[src/logic/sar_adc_pkg.sv]
`default_nettype none
package sar_adc_pkg;

  ////////////////////////////////////////////////////////////////////////////
  // Widths and counts
  localparam int unsigned RESULT_W = 10;
  localparam int unsigned CHAN_W = 4;
  localparam int unsigned PIN_W = 12;
  localparam int unsigned CONV_TADS = 11;
  localparam logic [3:0] CONV_INIT_IDX = 4'(CONV_TADS - 1);
  localparam logic [4:0] HOLDOFF_TADS = 5'h02;

  ////////////////////////////////////////////////////////////////////////////
  // Register offsets (byte addresses)
  localparam logic [7:0] OFF_CTRL0 = 8'h00;
  localparam logic [7:0] OFF_CTRL1 = 8'h04;
  localparam logic [7:0] OFF_CTRL2 = 8'h08;
  localparam logic [7:0] OFF_RESL = 8'h0C;
  localparam logic [7:0] OFF_RESH = 8'h10;
  localparam logic [7:0] OFF_IRQ = 8'h14;
  localparam logic [7:0] OFF_ANSEL = 8'h18;
  localparam logic [7:0] OFF_DIR = 8'h1C;
  localparam logic [7:0] OFF_PORT_OUT = 8'h20;
  localparam logic [7:0] OFF_PORT_IN = 8'h24;

  ////////////////////////////////////////////////////////////////////////////
  // Field positions
  localparam int unsigned EN_BIT = 0;
  localparam int unsigned GO_BIT = 1;
  localparam int unsigned CHS_LSB = 2;
  localparam int unsigned PREF_LSB = 0;
  localparam int unsigned NREF_BIT = 2;
  localparam int unsigned CS_LSB = 0;
  localparam int unsigned ACQ_LSB = 3;
  localparam int unsigned FLAG_BIT = 0;
  localparam int unsigned IRQ_EN_BIT = 1;

  ////////////////////////////////////////////////////////////////////////////
  // Encodings and reset values
  localparam logic [2:0] ACQ_MANUAL = 3'h0;
  localparam logic [2:0] ACQ_RESET = ACQ_MANUAL;
  localparam logic [2:0] CS_RESET = 3'h0;
  localparam logic [1:0] CS_RC = 2'h3;
  localparam logic [1:0] PREF_SUPPLY = 2'h0;
  localparam logic [1:0] PREF_FIXED = 2'h1;
  localparam logic [1:0] PREF_PIN = 2'h2;
  localparam logic NREF_GND = 1'b0;
  localparam logic NREF_PIN = 1'b1;
  localparam logic [PIN_W-1:0] ANSEL_RESET = 12'hFFF;
  localparam logic [PIN_W-1:0] DIR_RESET = 12'hFFF;
  localparam logic [RESULT_W-1:0] CODE_MSB = 10'h200;

  typedef enum logic [1:0] {
    SEQ_IDLE = 2'h0,
    SEQ_ACQ = 2'h1,
    SEQ_CONV = 2'h3,
    SEQ_HOLD = 2'h2
  } seq_state_t;

  // Drive toward the analog mux and capacitor array
  typedef struct packed {
    logic sample;
    logic discharge;
    logic [CHAN_W-1:0] channel_select;
    logic [1:0] pos_ref_select;
    logic neg_ref_select;
    logic [RESULT_W-1:0] dac_code;
  } afe_t;

  typedef struct packed {
    logic [5:0] cnt;
    logic rc_prev;
    logic tick;
  } div_t;

  typedef struct packed {
    seq_state_t st;
    logic [3:0] bit_idx;
    logic [4:0] cnt;
    logic [RESULT_W-1:0] code;
    logic last_bit;
    logic conv_enable;
    logic go;
    logic [CHAN_W-1:0] channel;
    logic [1:0] pos_ref;
    logic neg_ref;
    logic [2:0] clk_sel;
    logic [2:0] acq_sel;
    logic [RESULT_W-1:0] result;
    logic flag;
    logic irq_en;
    logic irq;
    logic sample;
    logic discharge;
    logic [PIN_W-1:0] ana_sel;
    logic [PIN_W-1:0] dir;
    logic [PIN_W-1:0] port_out;
    logic [31:0] prdata;
    logic pready;
    logic pslverr;
  } core_t;

  // Acquisition length in bit periods per acq_time_select code
  function automatic logic [4:0] acq_tads(input logic [2:0] code);
    case (code)
      3'h1: acq_tads = 5'h02;
      3'h2: acq_tads = 5'h04;
      3'h3: acq_tads = 5'h06;
      3'h4: acq_tads = 5'h08;
      3'h5: acq_tads = 5'h0C;
      3'h6: acq_tads = 5'h10;
      3'h7: acq_tads = 5'h14;
      default: acq_tads = 5'h00;
    endcase
  endfunction : acq_tads

endpackage : sar_adc_pkg
`default_nettype wire

[src/logic/sync2.sv]
`default_nettype none
module sync2 #(
  parameter int unsigned W = 1
) (
  // Clock and reset
  input wire logic pclk,
  input wire logic presetn,
  // Asynchronous in, synchronised out
  input wire logic [W-1:0] d,
  output logic [W-1:0] q
);

  logic [2*W-1:0] s_r;
  logic [2*W-1:0] s_nxt;

  // First stage feeds only the second stage
  always_comb begin
    s_nxt = {s_r[W-1:0], d};
  end

  always_ff @(posedge pclk or negedge presetn) begin
    if (!presetn) begin
      s_r <= '0;
    end else begin
      s_r <= s_nxt;
    end
  end

  assign q = s_r[2*W-1:W];

endmodule : sync2
`default_nettype wire

[src/logic/tad_divider.sv]
`default_nettype none
module tad_divider (
  // Clock and reset
  input wire logic pclk,
  input wire logic presetn,
  // Control
  input wire logic run,
  input wire logic [2:0] sel,
  input wire logic rc_lvl,
  // One pulse per bit period
  output logic tad_tick
);

  sar_adc_pkg::div_t s_r;
  sar_adc_pkg::div_t s_nxt;
  logic [2:0] idx;
  logic [5:0] lim;

  always_comb begin
    s_nxt = s_r;
    // Codes 000,100,001,101,010,110 divide by 2,4,8,16,32,64
    idx = {sel[1:0], sel[2]};
    lim = 6'((7'h02 << idx) - 7'h01);
    s_nxt.rc_prev = rc_lvl;
    s_nxt.tick = 1'b0;
    if (!run) begin
      // Restart so the first period after a start is a full one
      s_nxt.cnt = 6'h00;
    end else if (sel[1:0] == sar_adc_pkg::CS_RC) begin
      s_nxt.tick = rc_lvl & ~s_r.rc_prev;
    end else if (s_r.cnt == lim) begin
      s_nxt.cnt = 6'h00;
      s_nxt.tick = 1'b1;
    end else begin
      s_nxt.cnt = s_r.cnt + 6'h01;
    end
  end

  always_ff @(posedge pclk or negedge presetn) begin
    if (!presetn) begin
      s_r <= '0;
    end else begin
      s_r <= s_nxt;
    end
  end

  assign tad_tick = s_r.tick;

endmodule : tad_divider
`default_nettype wire

[src/logic/sar_adc_sequencer.sv]
`default_nettype none
// How it works
// - Successive approximation gives a 10-bit value kept in result registers.
// - Completion sets a flag that, when enabled, raises the wake interrupt.
// - Channel select picks the input routed to the sample-and-hold.
// - Positive reference: supply, fixed or pin; negative: ground or pin.
// - Nonzero acquisition code samples 2 to 20 bit periods, then converts.
// - Acquisition code 000 converts at once and is the reset value.
// - End of conversion clears go, sets the flag, starts the discharge hold-off.
// - Go stays set through acquisition; no phase status is shown.
// - Seven conversion clocks: system clock over 2 to 64, or RC.
// - A full conversion lasts eleven bit periods.
// - Port reads return low on every pin marked analog.
// - Conversion ignores analog-select and direction bits.
// - Non-RC conversion clocks are divided from the system clock.
// - Acquisition code 010 gives four bit periods.
// - Clearing go early loads a partial result, padded by last bit.
// - Two bit periods pass before sampling resumes after end or abort.
module sar_adc_sequencer (
  // Clock and reset
  input wire logic pclk,
  input wire logic presetn,
  // APB slave
  input wire logic psel,
  input wire logic penable,
  input wire logic pwrite,
  input wire logic [7:0] paddr,
  input wire logic [31:0] pwdata,
  output logic [31:0] prdata,
  output logic pready,
  output logic pslverr,
  // Comparator and conversion oscillator
  input wire logic comp_in,
  input wire logic rc_osc,
  // Analog front end control
  output sar_adc_pkg::afe_t afe_ctl,
  // Port pins
  input wire logic [sar_adc_pkg::PIN_W-1:0] pin_in,
  output logic [sar_adc_pkg::PIN_W-1:0] pin_out,
  output logic [sar_adc_pkg::PIN_W-1:0] pin_oe_n,
  // Completion interrupt, also the wake request
  output logic conv_irq
);

  ////////////////////////////////////////////////////////////////////////////
  // Declarations

  localparam int unsigned PW = sar_adc_pkg::PIN_W;
  localparam int unsigned RW = sar_adc_pkg::RESULT_W;

  sar_adc_pkg::core_t s_r;
  sar_adc_pkg::core_t s_nxt;

  logic comp_s;
  logic rc_s;
  logic [PW-1:0] pin_s;
  logic tad_tick;
  logic seq_run;

  logic setup;
  logic wr;
  logic hit;
  logic [31:0] rd;
  logic go_set;
  logic go_clr;
  logic abort;
  logic done;
  logic dec;

  // Unresolved bits copy the last resolved bit
  function automatic logic [RW-1:0] partial_result(
    input logic [RW-1:0] code,
    input logic [3:0] idx,
    input logic last
  );
    logic [RW-1:0] r;
    r = '0;
    for (int i = 0; i < RW; i++) begin
      r[i] = (4'(i) > idx) ? code[i] : last;
    end
    return r;
  endfunction : partial_result

  ////////////////////////////////////////////////////////////////////////////
  // Synchronisers and bit-period divider

  sync2 #(
    .W(PW + 2)
  ) u_sync (
    .pclk(pclk),
    .presetn(presetn),
    .d({comp_in, rc_osc, pin_in}),
    .q({comp_s, rc_s, pin_s})
  );

  // An abort lands between ticks; restarting the divider there gives the
  // hold-off two full bit periods instead of a short first one
  assign seq_run = (s_r.st != sar_adc_pkg::SEQ_IDLE) && !abort;

  tad_divider u_div (
    .pclk(pclk),
    .presetn(presetn),
    .run(seq_run),
    .sel(s_r.clk_sel),
    .rc_lvl(rc_s),
    .tad_tick(tad_tick)
  );

  ////////////////////////////////////////////////////////////////////////////
  // Next state

  always_comb begin
    s_nxt = s_r;
    rd = 32'h0000_0000;
    hit = 1'b1;
    go_set = 1'b0;
    go_clr = 1'b0;
    abort = 1'b0;
    done = 1'b0;
    dec = 1'b0;
    setup = psel & ~penable;
    wr = psel & penable & pwrite & s_r.pready;

    // Read mux, sampled in the setup cycle
    case (paddr)
      sar_adc_pkg::OFF_CTRL0: begin
        rd[sar_adc_pkg::EN_BIT] = s_r.conv_enable;
        rd[sar_adc_pkg::GO_BIT] = s_r.go;
        rd[sar_adc_pkg::CHS_LSB +: sar_adc_pkg::CHAN_W] = s_r.channel;
      end
      sar_adc_pkg::OFF_CTRL1: begin
        rd[sar_adc_pkg::PREF_LSB +: 2] = s_r.pos_ref;
        rd[sar_adc_pkg::NREF_BIT] = s_r.neg_ref;
      end
      sar_adc_pkg::OFF_CTRL2: begin
        rd[sar_adc_pkg::CS_LSB +: 3] = s_r.clk_sel;
        rd[sar_adc_pkg::ACQ_LSB +: 3] = s_r.acq_sel;
      end
      sar_adc_pkg::OFF_RESL: begin
        rd[7:0] = s_r.result[7:0];
      end
      sar_adc_pkg::OFF_RESH: begin
        rd[RW-9:0] = s_r.result[RW-1:8];
      end
      sar_adc_pkg::OFF_IRQ: begin
        rd[sar_adc_pkg::FLAG_BIT] = s_r.flag;
        rd[sar_adc_pkg::IRQ_EN_BIT] = s_r.irq_en;
      end
      sar_adc_pkg::OFF_ANSEL: begin
        rd[PW-1:0] = s_r.ana_sel;
      end
      sar_adc_pkg::OFF_DIR: begin
        rd[PW-1:0] = s_r.dir;
      end
      sar_adc_pkg::OFF_PORT_OUT: begin
        rd[PW-1:0] = s_r.port_out;
      end
      sar_adc_pkg::OFF_PORT_IN: begin
        rd[PW-1:0] = pin_s & ~s_r.ana_sel;
      end
      default: begin
        hit = 1'b0;
      end
    endcase

    // One wait-free access phase; answer flops load during setup
    s_nxt.pready = setup;
    s_nxt.pslverr = setup & ~hit;
    if (setup) begin
      s_nxt.prdata = rd;
    end

    // Register writes land on the access edge
    if (wr) begin
      case (paddr)
        sar_adc_pkg::OFF_CTRL0: begin
          s_nxt.conv_enable = pwdata[sar_adc_pkg::EN_BIT];
          s_nxt.channel = pwdata[sar_adc_pkg::CHS_LSB +: sar_adc_pkg::CHAN_W];
          go_set = pwdata[sar_adc_pkg::GO_BIT];
          go_clr = ~pwdata[sar_adc_pkg::GO_BIT];
        end
        sar_adc_pkg::OFF_CTRL1: begin
          s_nxt.pos_ref = pwdata[sar_adc_pkg::PREF_LSB +: 2];
          s_nxt.neg_ref = pwdata[sar_adc_pkg::NREF_BIT];
        end
        sar_adc_pkg::OFF_CTRL2: begin
          s_nxt.clk_sel = pwdata[sar_adc_pkg::CS_LSB +: 3];
          s_nxt.acq_sel = pwdata[sar_adc_pkg::ACQ_LSB +: 3];
        end
        sar_adc_pkg::OFF_IRQ: begin
          s_nxt.irq_en = pwdata[sar_adc_pkg::IRQ_EN_BIT];
          // Write one to clear; a completion in the same cycle wins below
          if (pwdata[sar_adc_pkg::FLAG_BIT]) begin
            s_nxt.flag = 1'b0;
          end
        end
        sar_adc_pkg::OFF_ANSEL: begin
          s_nxt.ana_sel = pwdata[PW-1:0];
        end
        sar_adc_pkg::OFF_DIR: begin
          s_nxt.dir = pwdata[PW-1:0];
        end
        sar_adc_pkg::OFF_PORT_OUT: begin
          s_nxt.port_out = pwdata[PW-1:0];
        end
        default: begin
        end
      endcase
    end

    ////////////////////////////////////////////////////////////////////////
    // Conversion sequencer; runs whatever the pin configuration is
    case (s_r.st)
      sar_adc_pkg::SEQ_IDLE: begin
        // A go written while busy or in hold-off is dropped
        if (go_set && s_nxt.conv_enable) begin
          s_nxt.go = 1'b1;
          s_nxt.code = '0;
          s_nxt.last_bit = 1'b0;
          s_nxt.bit_idx = sar_adc_pkg::CONV_INIT_IDX;
          s_nxt.cnt = sar_adc_pkg::acq_tads(s_r.acq_sel);
          if (s_r.acq_sel == sar_adc_pkg::ACQ_MANUAL) begin
            s_nxt.st = sar_adc_pkg::SEQ_CONV;
          end else begin
            s_nxt.st = sar_adc_pkg::SEQ_ACQ;
          end
        end
      end
      sar_adc_pkg::SEQ_ACQ: begin
        if (go_clr || !s_nxt.conv_enable) begin
          abort = 1'b1;
        end else if (tad_tick) begin
          if (s_r.cnt == 5'h01) begin
            s_nxt.st = sar_adc_pkg::SEQ_CONV;
          end else begin
            s_nxt.cnt = s_r.cnt - 5'h01;
          end
        end
      end
      sar_adc_pkg::SEQ_CONV: begin
        if (go_clr || !s_nxt.conv_enable) begin
          abort = 1'b1;
        end else if (tad_tick) begin
          if (s_r.bit_idx == sar_adc_pkg::CONV_INIT_IDX) begin
            // Initial period, then try the MSB
            s_nxt.code = sar_adc_pkg::CODE_MSB;
            s_nxt.bit_idx = 4'(RW - 1);
          end else begin
            dec = comp_s;
            s_nxt.code[s_r.bit_idx] = dec;
            s_nxt.last_bit = dec;
            if (s_r.bit_idx == 4'h0) begin
              done = 1'b1;
            end else begin
              s_nxt.code[s_r.bit_idx - 4'h1] = 1'b1;
              s_nxt.bit_idx = s_r.bit_idx - 4'h1;
            end
          end
        end
      end
      sar_adc_pkg::SEQ_HOLD: begin
        if (tad_tick) begin
          if (s_r.cnt == 5'h01) begin
            s_nxt.st = sar_adc_pkg::SEQ_IDLE;
          end else begin
            s_nxt.cnt = s_r.cnt - 5'h01;
          end
        end
      end
      default: begin
        s_nxt.st = sar_adc_pkg::SEQ_IDLE;
      end
    endcase

    if (done) begin
      s_nxt.result = s_nxt.code;
      s_nxt.flag = 1'b1;
    end else if (abort) begin
      s_nxt.result = partial_result(s_r.code, s_r.bit_idx,
                                    s_r.last_bit);
    end
    if (done || abort) begin
      s_nxt.go = 1'b0;
      s_nxt.st = sar_adc_pkg::SEQ_HOLD;
      s_nxt.cnt = sar_adc_pkg::HOLDOFF_TADS;
    end

    // Sampling resumes only once hold-off ends
    s_nxt.sample = s_nxt.conv_enable &&
                   (s_nxt.st == sar_adc_pkg::SEQ_IDLE ||
                    s_nxt.st == sar_adc_pkg::SEQ_ACQ);
    s_nxt.discharge = (s_nxt.st == sar_adc_pkg::SEQ_HOLD);
    // Level output; serves as the wake request while asleep
    s_nxt.irq = s_nxt.flag & s_nxt.irq_en;
  end

  ////////////////////////////////////////////////////////////////////////////
  // State register

  always_ff @(posedge pclk or negedge presetn) begin
    if (!presetn) begin
      s_r <= '0;
      s_r.st <= sar_adc_pkg::SEQ_IDLE;
      s_r.acq_sel <= sar_adc_pkg::ACQ_RESET;
      s_r.clk_sel <= sar_adc_pkg::CS_RESET;
      s_r.pos_ref <= sar_adc_pkg::PREF_SUPPLY;
      s_r.neg_ref <= sar_adc_pkg::NREF_GND;
      s_r.ana_sel <= sar_adc_pkg::ANSEL_RESET;
      s_r.dir <= sar_adc_pkg::DIR_RESET;
    end else begin
      s_r <= s_nxt;
    end
  end

  ////////////////////////////////////////////////////////////////////////////
  // Outputs, all from the state register

  assign prdata = s_r.prdata;
  assign pready = s_r.pready;
  assign pslverr = s_r.pslverr;
  assign conv_irq = s_r.irq;
  assign pin_out = s_r.port_out;
  // Direction bit set means input, so the driver is off
  assign pin_oe_n = s_r.dir;
  // Whole bundle in one assignment, so it has a single driver
  assign afe_ctl = '{
    sample: s_r.sample,
    discharge: s_r.discharge,
    channel_select: s_r.channel,
    pos_ref_select: s_r.pos_ref,
    neg_ref_select: s_r.neg_ref,
    dac_code: s_r.code
  };

endmodule : sar_adc_sequencer
`default_nettype wire

[config.mk]
export PLATFORM = sky130hd
export DESIGN_NAME = sar_adc_sequencer
export DESIGN_NICKNAME = d
export VERILOG_FILES = /design/src/logic/sar_adc_pkg.sv /design/src/logic/sync2.sv /design/src/logic/tad_divider.sv /design/src/logic/sar_adc_sequencer.sv
export SDC_FILE = /design/constraint.sdc
export NUM_CORES = 1
export LEC_CHECK = 0
export BUFFER_PORTS_ARGS = -buffer_cell sky130_fd_sc_hd__buf_2
export CAP_MARGIN = 20
export CORE_MARGIN = 2
export CORE_UTILIZATION = 55
export DETAILED_ROUTE_END_ITERATION = 16
export PLACE_DENSITY_LB_ADDON = 0.05
export SLEW_MARGIN = 20
export SYNTH_ARGS = -nofsm -noshare
export SYNTH_HDL_FRONTEND = slang
export SYNTH_SLANG_ARGS = --single-unit
[constraint.sdc]
create_clock -name pclk -period 7.1 [get_ports pclk]
set_clock_uncertainty 0.1 [all_clocks]
set_input_delay 0.355 -clock pclk [delete_from_list [all_inputs] [get_ports pclk]]
set_output_delay 0.355 -clock pclk [all_outputs]
set_load 0.1 [all_outputs]
==> results_dict.tcl, run 1 <==
set metrics [dict create \
    async_reset_ff_frac 1.00 \
    largest_net_degree_at_the_start_of_global_routing 73 \
    area_delta_synth_final_pct 11.1 \
    dp_worst_setup_slack_ns 3.60 \
    num_io_pins 137 \
    synth-edff-count 0 \
    hp-class "input port to register" \
    design_power_total_mw 2.58 \
    final.setup.tns_ns 0 \
    detailedRoute.firstPassIterationCount 5 \
    crit_chain "nand4_1 -> or4_4 -> a21o_1 -> or4_1 -> a32o_2 -> a221o_1" \
    cts_resized 0 \
    drt_drc_violations_left 0 \
    grt_pass1_vias 5593 \
    place.port_buffers 96 \
    hold_slack_ns 0.0956 \
    drt_iter0_drc 493 \
    fp-row-count 42 \
    power_switching_share 0.368 \
    horizontal_die_dimension_microns 121 \
    finalSetupViolations 0 \
    worstPathArrival_ns 3.38 \
    clock_sinks 138 \
    grt_antenna_before_repair 0 \
    clock_power_share 0.344 \
    worst_setup_path_startpoint "pready$_DFF_PN0_" \
    r2r-start "pready$_DFF_PN0_" \
    leak_nw 3.92 \
    grt_overflow_total 0 \
    ant_nets 0 \
    nNetsFinal 844 \
    rsz_0062_raised_after_global_routing "no" \
    dp.final_hpwl_microns 13000 \
    coreArea_sq_mm 0.0133 \
    maxCapViolations 0 \
    synth.largest_area_cell "sky130_fd_sc_hd__dfrtp_1" \
    synth_sequential_area_ratio 0.461 \
    timing_worst_slew_pin_value_ns 1.03 \
    multiInputGateArea_sq_mm 0.00335 \
    final_critical_path_setup_slack_ns 3.91 \
    totalWireLength_microns 18400 \
    cell_area_after_placement_sq_mm 0.00764 \
    synth_seq_cells 138 \
    cp.required_ns 7.30 \
    cpLargestDelayFamily "simple AND/OR/NAND/NOR gates" \
    powerDensity_mw_per_mm2 308 \
    setup.worst_path.end_class "register" \
    final.period_utilization 0.449 \
    comb_power_share 0.284 \
    dieHeight_microns 121 \
    synth.top_cell.area_share 0.377 \
    n_fill_cell 1102 \
    cts-buffers-inserted 17 \
    cellInternalPower_mw 1.63 \
    all_layer_gr_usage 0.260 \
    worst_ir_drop_vdd_v 0.000179 \
    routedWlPerCell_microns 19.3 \
    first_pass_grt_wire_length_microns 29500 \
    setup.worst_path.start_class "register" \
    largest_stage_delay_on_the_critical_path_ns 0.74 \
    synthesis.area_sq_mm 0.00756 \
    synthesis.area_per_instance_sq_um 10.4 \
    slew-limit-headroom 0.311 \
    timing_max_transition_violations_final 0 \
    sequential_area_sq_mm 0.00348 \
    dominantRegCellSynth "sky130_fd_sc_hd__dfrtp_1" \
    routabilityCongestion 0.890 \
    crit_fanout 14 \
    final-hold-violation-count 0 \
    worst_skew_pair.late_latency_ns 0.42 \
    netSwitchingPower_uw 951 \
    final_instance_area_sq_mm 0.00840 \
    synthMostInstantiatedCell "sky130_fd_sc_hd__dfrtp_1" \
    cts.path.max_buffers 2 \
    tritoncts "built" \
    routed-via-count 5780 \
    critical_path_buf_inv_count 0 \
    hold_path.startpoint "pwdata[11]" \
    floorplan.initialDensity 0.566 \
    crit_path_top_delay_cell "sky130_fd_sc_hd__or4_4" \
    cts_htree_levels 4 \
    antenna-diode-count 0 \
    die_area_sq_mm 0.0147 \
    synth_cell_types 71 \
    post_synth_main_area_contributors "sky130_fd_sc_hd__dfrtp_1, sky130_fd_sc_hd__dfstp_2, sky130_fd_sc_hd__mux2_2, sky130_fd_sc_hd__buf_4, sky130_fd_sc_hd__ha_1" \
    avgViaCountPerCell 6.04 \
    post_synth_most_frequent_cells "sky130_fd_sc_hd__dfrtp_1, sky130_fd_sc_hd__buf_4, sky130_fd_sc_hd__mux2_2" \
    maximum_clock_frequency_ghz 0.314 \
    cts.root.buffer_cell "sky130_fd_sc_hd__clkbuf_16" \
    layout_min_cycle_time_ns 3.19 \
    status "complete, no violations" \
    clk_transition_reported_paths_ns 0.06 \
    drive_gt1_frac 0.287 \
    synthesis.instances 730 \
    timing.setup.critical_path_class "register to register" \
    yosysWarningCount 0 \
    power_frac_seq 0.372 \
]
[routing by layer]
metal	track usage	vias to the layer above	wire, microns
li1	-	2646	-
met1	0.372	2904	8400
met2	0.405	209	8700
met3	0.0489	21	1090
met4	0.0776	0	255
met5	0	-	0
[cell families (layout without fill, tap and decap cells)]
logic type / Yosys count / after routing / share of synthesized area
compound gates: 173 / 173 / 0.160
mux: 71 / 71 / 0.104
xor+xnor: 8 / 8 / 0.00927
simple gates: 184 / 184 / 0.129
other cells: 1 / 20 / 0.000496
fa+ha+maj: 17 / 17 / 0.0281
flops: 138 / 138 / 0.461
buf+inv: 138 / 170 / 0.108
[area by class of cell]
class / count / share of cell area
sequential: 138 / 0.415
multi-input combinational: 473 / 0.399
timing repair buffer: 114 / 0.0785
clock buffer: 18 / 0.0523
tap: 176 / 0.0262
clock inverter: 14 / 0.0191
inverter: 24 / 0.0107
[final timing paths]
check	to	slack, ns	cells past startpoint
worst min-delay path	pin_oe_n[11]$_DFFE_PN1P_	0.1	2
max in group asynchronous	afe_ctl[9]$_DFF_PN0_	5.13	3
worst min register to register	u_sync.s_r[26]$_DFF_PN0_	0.25	0
worst max register to register	s_r[76]$_DFFE_PN0P_	3.91	6
worst max-delay path	s_r[76]$_DFFE_PN0P_	3.91	6
min in group asynchronous	s_r[116]$_DFFE_PN0P_	0.41	2
[cell usage in the layout (no fill, tap or decap), types with 4 or more instances in the layout]
| cell | netlist | routed |
|---|---|---|
| sky130_fd_sc_hd__dfrtp_1 | 114 | 114 |
| sky130_fd_sc_hd__buf_2 | 2 | 95 |
| sky130_fd_sc_hd__mux2_2 | 53 | 53 |
| sky130_fd_sc_hd__nand2_1 | 51 | 51 |
| sky130_fd_sc_hd__nor2_1 | 36 | 36 |
| sky130_fd_sc_hd__a21oi_1 | 36 | 36 |
| sky130_fd_sc_hd__o21ai_0 | 32 | 32 |
| sky130_fd_sc_hd__inv_1 | 24 | 24 |
| sky130_fd_sc_hd__dfstp_2 | 24 | 24 |
| sky130_fd_sc_hd__conb_1 | 1 | 20 |
| sky130_fd_sc_hd__mux2i_1 | 17 | 17 |
| sky130_fd_sc_hd__ha_1 | 17 | 17 |
| sky130_fd_sc_hd__clkbuf_16 | 0 | 17 |
| sky130_fd_sc_hd__nor3_1 | 17 | 16 |
| sky130_fd_sc_hd__dlygate4sd3_1 | 0 | 15 |
| sky130_fd_sc_hd__nand3_1 | 14 | 14 |
| sky130_fd_sc_hd__a22o_1 | 12 | 12 |
| sky130_fd_sc_hd__a22oi_1 | 8 | 8 |
| sky130_fd_sc_hd__a31oi_1 | 8 | 8 |
| sky130_fd_sc_hd__nand3b_1 | 8 | 8 |
| sky130_fd_sc_hd__a221o_1 | 8 | 8 |
| sky130_fd_sc_hd__nand4_1 | 6 | 6 |
| sky130_fd_sc_hd__or4_1 | 6 | 6 |
| sky130_fd_sc_hd__a21o_1 | 6 | 6 |
| sky130_fd_sc_hd__nor2b_1 | 6 | 6 |
| sky130_fd_sc_hd__nand2b_1 | 6 | 6 |
| sky130_fd_sc_hd__o22ai_1 | 6 | 6 |
| sky130_fd_sc_hd__nor3b_1 | 6 | 6 |
| sky130_fd_sc_hd__inv_6 | 0 | 6 |
| sky130_fd_sc_hd__or3_1 | 5 | 5 |
| sky130_fd_sc_hd__a32oi_1 | 5 | 5 |
| sky130_fd_sc_hd__xnor2_1 | 5 | 5 |
| sky130_fd_sc_hd__a32o_1 | 4 | 4 |
| sky130_fd_sc_hd__a32o_2 | 4 | 4 |
| sky130_fd_sc_hd__a222oi_1 | 4 | 4 |
| sky130_fd_sc_hd__a211oi_1 | 4 | 4 |
| sky130_fd_sc_hd__clkinvlp_4 | 0 | 4 |
[worst register-to-register path, delay by kind of cell (launching register included)]
| family | cells | cell delay [ns] |
|---|---|---|
| simple gates | 3 | 1.63 |
| compound gates | 3 | 0.95 |
| flops | 1 | 0.37 |
[per-stage QoR]
step,std cells,utilization
floorplan,749,-
global placement,910,0.573
detailed placement,910,0.573
CTS,957,0.629
global route,957,0.629
finish,957,0.629
[flip-flops by register name (all words and copies together) (netlist names), 7 cells and up]
signal and flops:
afe_ctl 19, s_r 44, u_div.s_r 7, pin_out 12, pin_oe_n 12, prdata 12, u_sync.s_r 28
[power by group through the flow]
stage                     registers, mW  logic, mW  clock network [mW]
after floorplan                   0.918      0.606                   0
after CTS                         0.958      0.730               0.905
after detailed placement          0.970      0.721                   0
final                             0.961      0.735               0.889
after global routing              0.972      0.808               0.940
after global placement            0.967      0.708                   0
[what timing repair did]
item / CTS / global route
setup buffers: 0 / 0
hold buffers: 15 / 0
endpoints found under the hold margin: 70 / 0
(Power assumes the default switching activity.)
==> inputs of run 2 (changes only) <==
Clock period 7.1 ns to 3 ns, I/O delays scaled along.
==> results_dict.tcl, run 2 (same netlist as run 1, synthesis figures left out) <==
set metrics [dict create \
    most-common-layout-cells "sky130_fd_sc_hd__dfrtp_1, sky130_fd_sc_hd__buf_2, sky130_fd_sc_hd__mux2_2" \
    avgViaCountPerCell 6.01 \
    final.setup.tns_ns 0 \
    clk_transition_reported_paths_ns 0.06 \
    reg_to_reg_end "s_r[84]$_DFFE_PN0P_" \
    final-instance-count-excl-fill 1007 \
    highest-signal-layer "met4" \
    nNetsFinal 894 \
    cts_htree_levels 4 \
    all_layer_gr_usage 0.275 \
    clock_sinks 138 \
    powerDensity_mw_per_mm2 705 \
    horizontal_die_dimension_microns 121 \
    ff2ff_setup_slack_ns 0.26 \
    routed-wl-met3_microns 1270 \
    hold-path-endpoint "prdata[1]$_DFFE_PN0P_" \
    timing_max_transition_violations_final 0 \
    cts-buffers-inserted 17 \
    worstPathArrival_ns 2.93 \
    status "complete, no violations" \
    timing_worst_slew_pin_value_ns 0.700 \
    setup.worst_path.end_class "register" \
    grt_overflow_total 0 \
    tritoncts "built" \
    n_fill_cell 1057 \
    routabilityCongestion 0.905 \
    grt_pass1_vias 5782 \
    min_delay_path_depth 4 \
    routed-wl-met2_microns 9290 \
    detailedRoute.firstPassIterationCount 7 \
    num_io_pins 137 \
    design_power_total_mw 6.19 \
    worst_ir_drop_vdd_v 0.000466 \
    timing.setup.critical_path_class "register to register" \
    worst_skew_pair.late_latency_ns 0.42 \
    layout_min_cycle_time_ns 2.74 \
    setup.worst_path.start_class "register" \
    final_instance_area_sq_mm 0.00879 \
    cell_area_after_placement_sq_mm 0.00791 \
    fp-row-count 42 \
    totalWireLength_microns 19600 \
    drt_iter0_drc 569 \
    final.period_utilization 0.912 \
    ant_nets 0 \
    cts.path.max_buffers 2 \
    largest_register_ffs 44 \
    final-hold-violation-count 0 \
    die_area_sq_mm 0.0147 \
    layout.cells.most_common "sky130_fd_sc_hd__dfrtp_1" \
    dieHeight_microns 121 \
    wl_met1_microns 8650 \
    fin_util 0.658 \
    coreArea_sq_mm 0.0133 \
    dp.final_hpwl_microns 13800 \
    routedWlPerCell_microns 19.5 \
    drt_drc_violations_left 0 \
    placed_cells 945 \
    slew-limit-headroom 0.529 \
    area_delta_synth_final_pct 16.3 \
    leak_nw 4.14 \
    routed-via-count 6055 \
    maximum_clock_frequency_ghz 0.365 \
    place.port_buffers 96 \
    largest_net_degree_at_the_start_of_global_routing 61 \
    rsz_0062_raised_after_global_routing "no" \
    biggest_register "s_r" \
    cp.required_ns 3.20 \
    timing.reg2reg.worst_path_depth 6 \
    antenna-diode-count 0 \
    finalSetupViolations 0 \
    cts.root.buffer_cell "sky130_fd_sc_hd__clkbuf_16" \
    floorplan.initialDensity 0.566 \
    hp-class "input port to register" \
    first_pass_grt_wire_length_microns 30800 \
    grt_antenna_before_repair 0 \
    hold_path.startpoint "paddr[0]" \
    maxCapViolations 0 \
    crit_fanout 10 \
    drive_gt1_frac 0.312 \
    r2r-start "pready$_DFF_PN0_" \
]
## run 2: cell types whose count changed in the layout (fill, tap and decap cells not counted), sizes merged
| cell | before | now |
|---|---|---|
| bufinv | 2 | 1 |
| dlygate4sd3 | 15 | 30 |
| buf | 99 | 134 |
| clkinv | 2 | 3 |
| clkinvlp | 4 | 5 |
| inv | 30 | 29 |
## run 2: layout make-up
cell class	instances	area, sq um	share of cell area
clock buffer	18	439	0.0500
clock inverter	14	138	0.0157
inverter	24	90.1	0.0103
multi-input combinational	473	3340	0.380
sequential	138	3490	0.397
tap	176	220	0.0251
timing repair buffer	164	1070	0.122
## run 2: what timing repair did
item / in CTS / in global routing
endpoints found under the hold margin: 119 / 0
setup buffers: 0 / 0
hold buffers: 30 / 0
gates resized for setup: 0 / 1
endpoints found under the setup margin: 0 / 4
## run 2: worst max path at each step
stage / startpoint / to / slack [ns] / cells past startpoint
2_1_floorplan: pready$_DFF_PN0_ / s_r[78]$_DFFE_PN0P_ / 0.07 / 6
3_3_place_gp: paddr[1] / s_r[76]$_DFFE_PN0P_ / 0.04 / 7
3_5_place_dp: paddr[1] / s_r[76]$_DFFE_PN0P_ / 0.007 / 7
4_1_cts: s_r[90]$_DFFE_PN0P_ / u_div.s_r[6]$_DFFE_PN0P_ / 0.26 / 8
5_1_grt: s_r[90]$_DFFE_PN0P_ / u_div.s_r[7]$_DFFE_PN0P_ / 0.15 / 8
6_report: pready$_DFF_PN0_ / s_r[84]$_DFFE_PN0P_ / 0.26 / 6
## run 2: worst max-delay path: stages, from the launching register on
cell and delay, ns:
sky130_fd_sc_hd__dfrtp_4 0.41, sky130_fd_sc_hd__nand4_1 0.16, sky130_fd_sc_hd__or4_4 0.55, sky130_fd_sc_hd__a21o_1 0.30, sky130_fd_sc_hd__or4_1 0.50, sky130_fd_sc_hd__a32o_2 0.28, sky130_fd_sc_hd__a221o_1 0.30
## run 2: power by group
group	switching (mW)	internal, mW
registers	0.201	2.03
logic	1.26	0.676
clock network	0.846	1.18
## run 2: stage by stage
stage / hold WS (ns) / setup WS, ns
final: 0.0797 / 0.263
after global routing: 0.0943 / 0.146
after CTS: 0.0526 / 0.263
after detailed placement: 0.0570 / 0.00699
after global placement: 0.0571 / 0.0445
after floorplan: -0.246 / 0.0673
## run 2: routing by layer
metal	vias up	GRT usage
li1	2735	-
met1	3035	0.382
met2	250	0.424
met3	35	0.0677
met4	0	0.0905
met5	-	0
==> inputs of run 3 (changes only) <==
Settings changed: CAP_MARGIN 20 to unset, SYNTH_HIERARCHICAL set to 1.
==> results_dict.tcl, run 3 <==
set metrics [dict create \
    nNetsFinal 890 \
    drt_iter0_drc 546 \
    grt_overflow_total 0 \
    final-hold-violation-count 0 \
    grt_antenna_before_repair 0 \
    largest_net_degree_at_the_start_of_global_routing 58 \
    antenna-diode-count 0 \
    dominantRegCellSynth "sky130_fd_sc_hd__dfrtp_1" \
    post_synth_main_area_contributors "sky130_fd_sc_hd__dfrtp_1, sky130_fd_sc_hd__buf_4, sky130_fd_sc_hd__dfstp_2, sky130_fd_sc_hd__mux2_2, sky130_fd_sc_hd__a21oi_1" \
    clk_transition_reported_paths_ns 0.06 \
    synth_seq_cells 138 \
    timing_max_transition_violations_final 0 \
    biggest_register "s_r" \
    ant_nets 0 \
    coreArea_sq_mm 0.0138 \
    synthesis.area_sq_mm 0.00776 \
    design_power_total_mw 6.47 \
    tritoncts "built" \
    drive_gt1_frac 0.325 \
    synth-edff-count 0 \
    clock_sinks 138 \
    async_reset_ff_frac 1.00 \
    n_fill_cell 1109 \
    synth.largest_area_cell "sky130_fd_sc_hd__dfrtp_1" \
    timing.reg2reg.worst_path_depth 8 \
    leak_nw 4.14 \
    largest_register_ffs 44 \
    final_instance_area_sq_mm 0.00889 \
    routedWlPerCell_microns 19.5 \
    detailedRoute.firstPassIterationCount 5 \
    cts-buffers-inserted 17 \
    cts_htree_levels 4 \
    cts.root.buffer_cell "sky130_fd_sc_hd__clkbuf_16" \
    area_delta_synth_final_pct 14.6 \
    drt_drc_violations_left 0 \
    first_pass_grt_wire_length_microns 31200 \
    maxCapViolations 0 \
    synth.top_cell.area_share 0.368 \
    synth_cell_types 78 \
    cell_area_after_placement_sq_mm 0.00796 \
    min_delay_path_depth 3 \
    dp.final_hpwl_microns 13900 \
    layout_min_cycle_time_ns 2.84 \
    synth_sequential_area_ratio 0.449 \
    timing.setup.critical_path_class "input port to register" \
    cts.path.max_buffers 2 \
    synthMostInstantiatedCell "sky130_fd_sc_hd__dfrtp_1" \
    setup.worst_path.start_class "input port" \
    powerDensity_mw_per_mm2 727 \
    num_io_pins 137 \
    final.setup.tns_ns 0 \
    all_layer_gr_usage 0.272 \
    most-common-layout-cells "sky130_fd_sc_hd__dfrtp_1, sky130_fd_sc_hd__buf_2, sky130_fd_sc_hd__mux2_2" \
    routabilityCongestion 0.901 \
    finalSetupViolations 0 \
    place.port_buffers 96 \
    synthesis.instances 743 \
    floorplan.initialDensity 0.561 \
    setup.worst_path.end_class "register" \
    worst_ir_drop_vdd_v 0.000596 \
    final.period_utilization 0.945 \
    horizontal_die_dimension_microns 123 \
    fin_util 0.643 \
    synthesis.area_per_instance_sq_um 10.4 \
    yosysWarningCount 6 \
    slew-limit-headroom 0.416 \
    maximum_clock_frequency_ghz 0.353 \
    die_area_sq_mm 0.0151 \
    worstPathArrival_ns 3.04 \
    crit_fanout 9 \
    layout.cells.most_common "sky130_fd_sc_hd__dfrtp_1" \
    worst_skew_pair.late_latency_ns 0.43 \
    dieHeight_microns 123 \
    hp-class "input port to register" \
    rsz_0062_raised_after_global_routing "no" \
    totalWireLength_microns 19600 \
    routed-via-count 5919 \
    timing_worst_slew_pin_value_ns 0.875 \
    cp.required_ns 3.20 \
    fp-row-count 43 \
    avgViaCountPerCell 5.87 \
    grt_pass1_vias 5869 \
    cts_setup_buffers 0 \
    status "complete, no violations" \
    post_synth_most_frequent_cells "sky130_fd_sc_hd__dfrtp_1, sky130_fd_sc_hd__buf_4, sky130_fd_sc_hd__mux2_2" \
]
run 3: cell count changes after synthesis, moves of 6 or more:
cell                       before  now
sky130_fd_sc_hd__a22o_1        12    5
sky130_fd_sc_hd__buf_4         75   90
sky130_fd_sc_hd__a21oi_1       36   42
sky130_fd_sc_hd__clkbuf_1      34   21
sky130_fd_sc_hd__nor2b_1        6   13
sky130_fd_sc_hd__o21ai_0       32   39
sky130_fd_sc_hd__a22oi_1        8   14
run 3: through the flow:
step	worst slack, ns	hold WS [ns]	cells
after floorplan	0.173	-0.246	762
after global placement	0.173	0.0341	948
after detailed placement	0.124	0.0425	948
after CTS	0.000395	0.0139	1008
after global routing	0.0706	0.0187	1008
final	0.164	0.0250	1008
run 3: cell type report:
| class | count | area [sq um] | share of cell area |
|---|---|---|---|
| Clock buffer | 17 | 425 | 0.0478 |
| Clock inverter | 15 | 209 | 0.0235 |
| Inverter | 19 | 71.3 | 0.00802 |
| Multi-Input combinational cell | 481 | 3450 | 0.388 |
| Sequential cell | 138 | 3480 | 0.392 |
| Tap cell | 180 | 225 | 0.0253 |
| Timing Repair Buffer | 158 | 1020 | 0.115 |
run 3: path summary, 6_finish.rpt:
| path | end | slack [ns] | start |
|---|---|---|---|
| max in group asynchronous | s_r[62]$_DFFE_PN1P_ | 1.76 | presetn |
| min in group asynchronous | u_div/s_r[2]$_DFFE_PN0P_ | 0.16 | presetn |
| max reg2reg | s_r[84]$_DFFE_PN0N_ | 0.32 | s_r[116]$_DFFE_PN0P_ |
| min | s_r[99]$_DFF_PN0_ | 0.02 | pwdata[0] |
| min reg2reg | u_sync/s_r[15]$_DFF_PN0_ | 0.24 | u_sync/s_r[1]$_DFF_PN0_ |
| max | s_r[84]$_DFFE_PN0N_ | 0.16 | paddr[5] |
run 3: worst max-delay path, cell delays in order:
cell,delay [ns]
sky130_fd_sc_hd__dlygate4sd3_1,0.55
sky130_fd_sc_hd__buf_2,0.16
sky130_fd_sc_hd__or4_4,0.61
sky130_fd_sc_hd__or4_4,0.58
sky130_fd_sc_hd__a221oi_1,0.28
sky130_fd_sc_hd__nor2b_1,0.08
sky130_fd_sc_hd__a211o_1,0.29
sky130_fd_sc_hd__a221o_1,0.33
run 3: report_power, final:
part	internal [mW]	leakage [nW]	switching [mW]	total, mW
Combinational	0.727	2.08	1.25	1.98
Sequential	2.03	1.75	0.190	2.22
Clock	1.41	0.307	0.861	2.27
run 3: kinds of logic (layout without fill, tap and decap cells):
group,count (synthesis),in the layout,share of synthesized area
adders and majority gates,16,16,0.0258
AOI/OAI and AO/OA,191,191,0.179
other,1,20,0.000483
DFF,138,138,0.449
muxes,70,70,0.0991
buffers and inverters,143,209,0.118
and+or+nand+nor,177,177,0.121
xor gates and xnor gates,7,7,0.00790
run 3: routing by layer:
metal	wire length, microns	vias up	track usage
met5	0	-	0
met4	287	0	0.0841
met3	1140	23	0.0609
met2	9390	214	0.428
met1	8800	2943	0.375
li1	-	2739	-
run 3: repair_timing:
item | CTS | global route
hold endpoints to repair | 109 | 0
endpoints found under the setup margin | 0 | 17
hold buffers | 28 | 0
gates resized for setup | 0 | 4
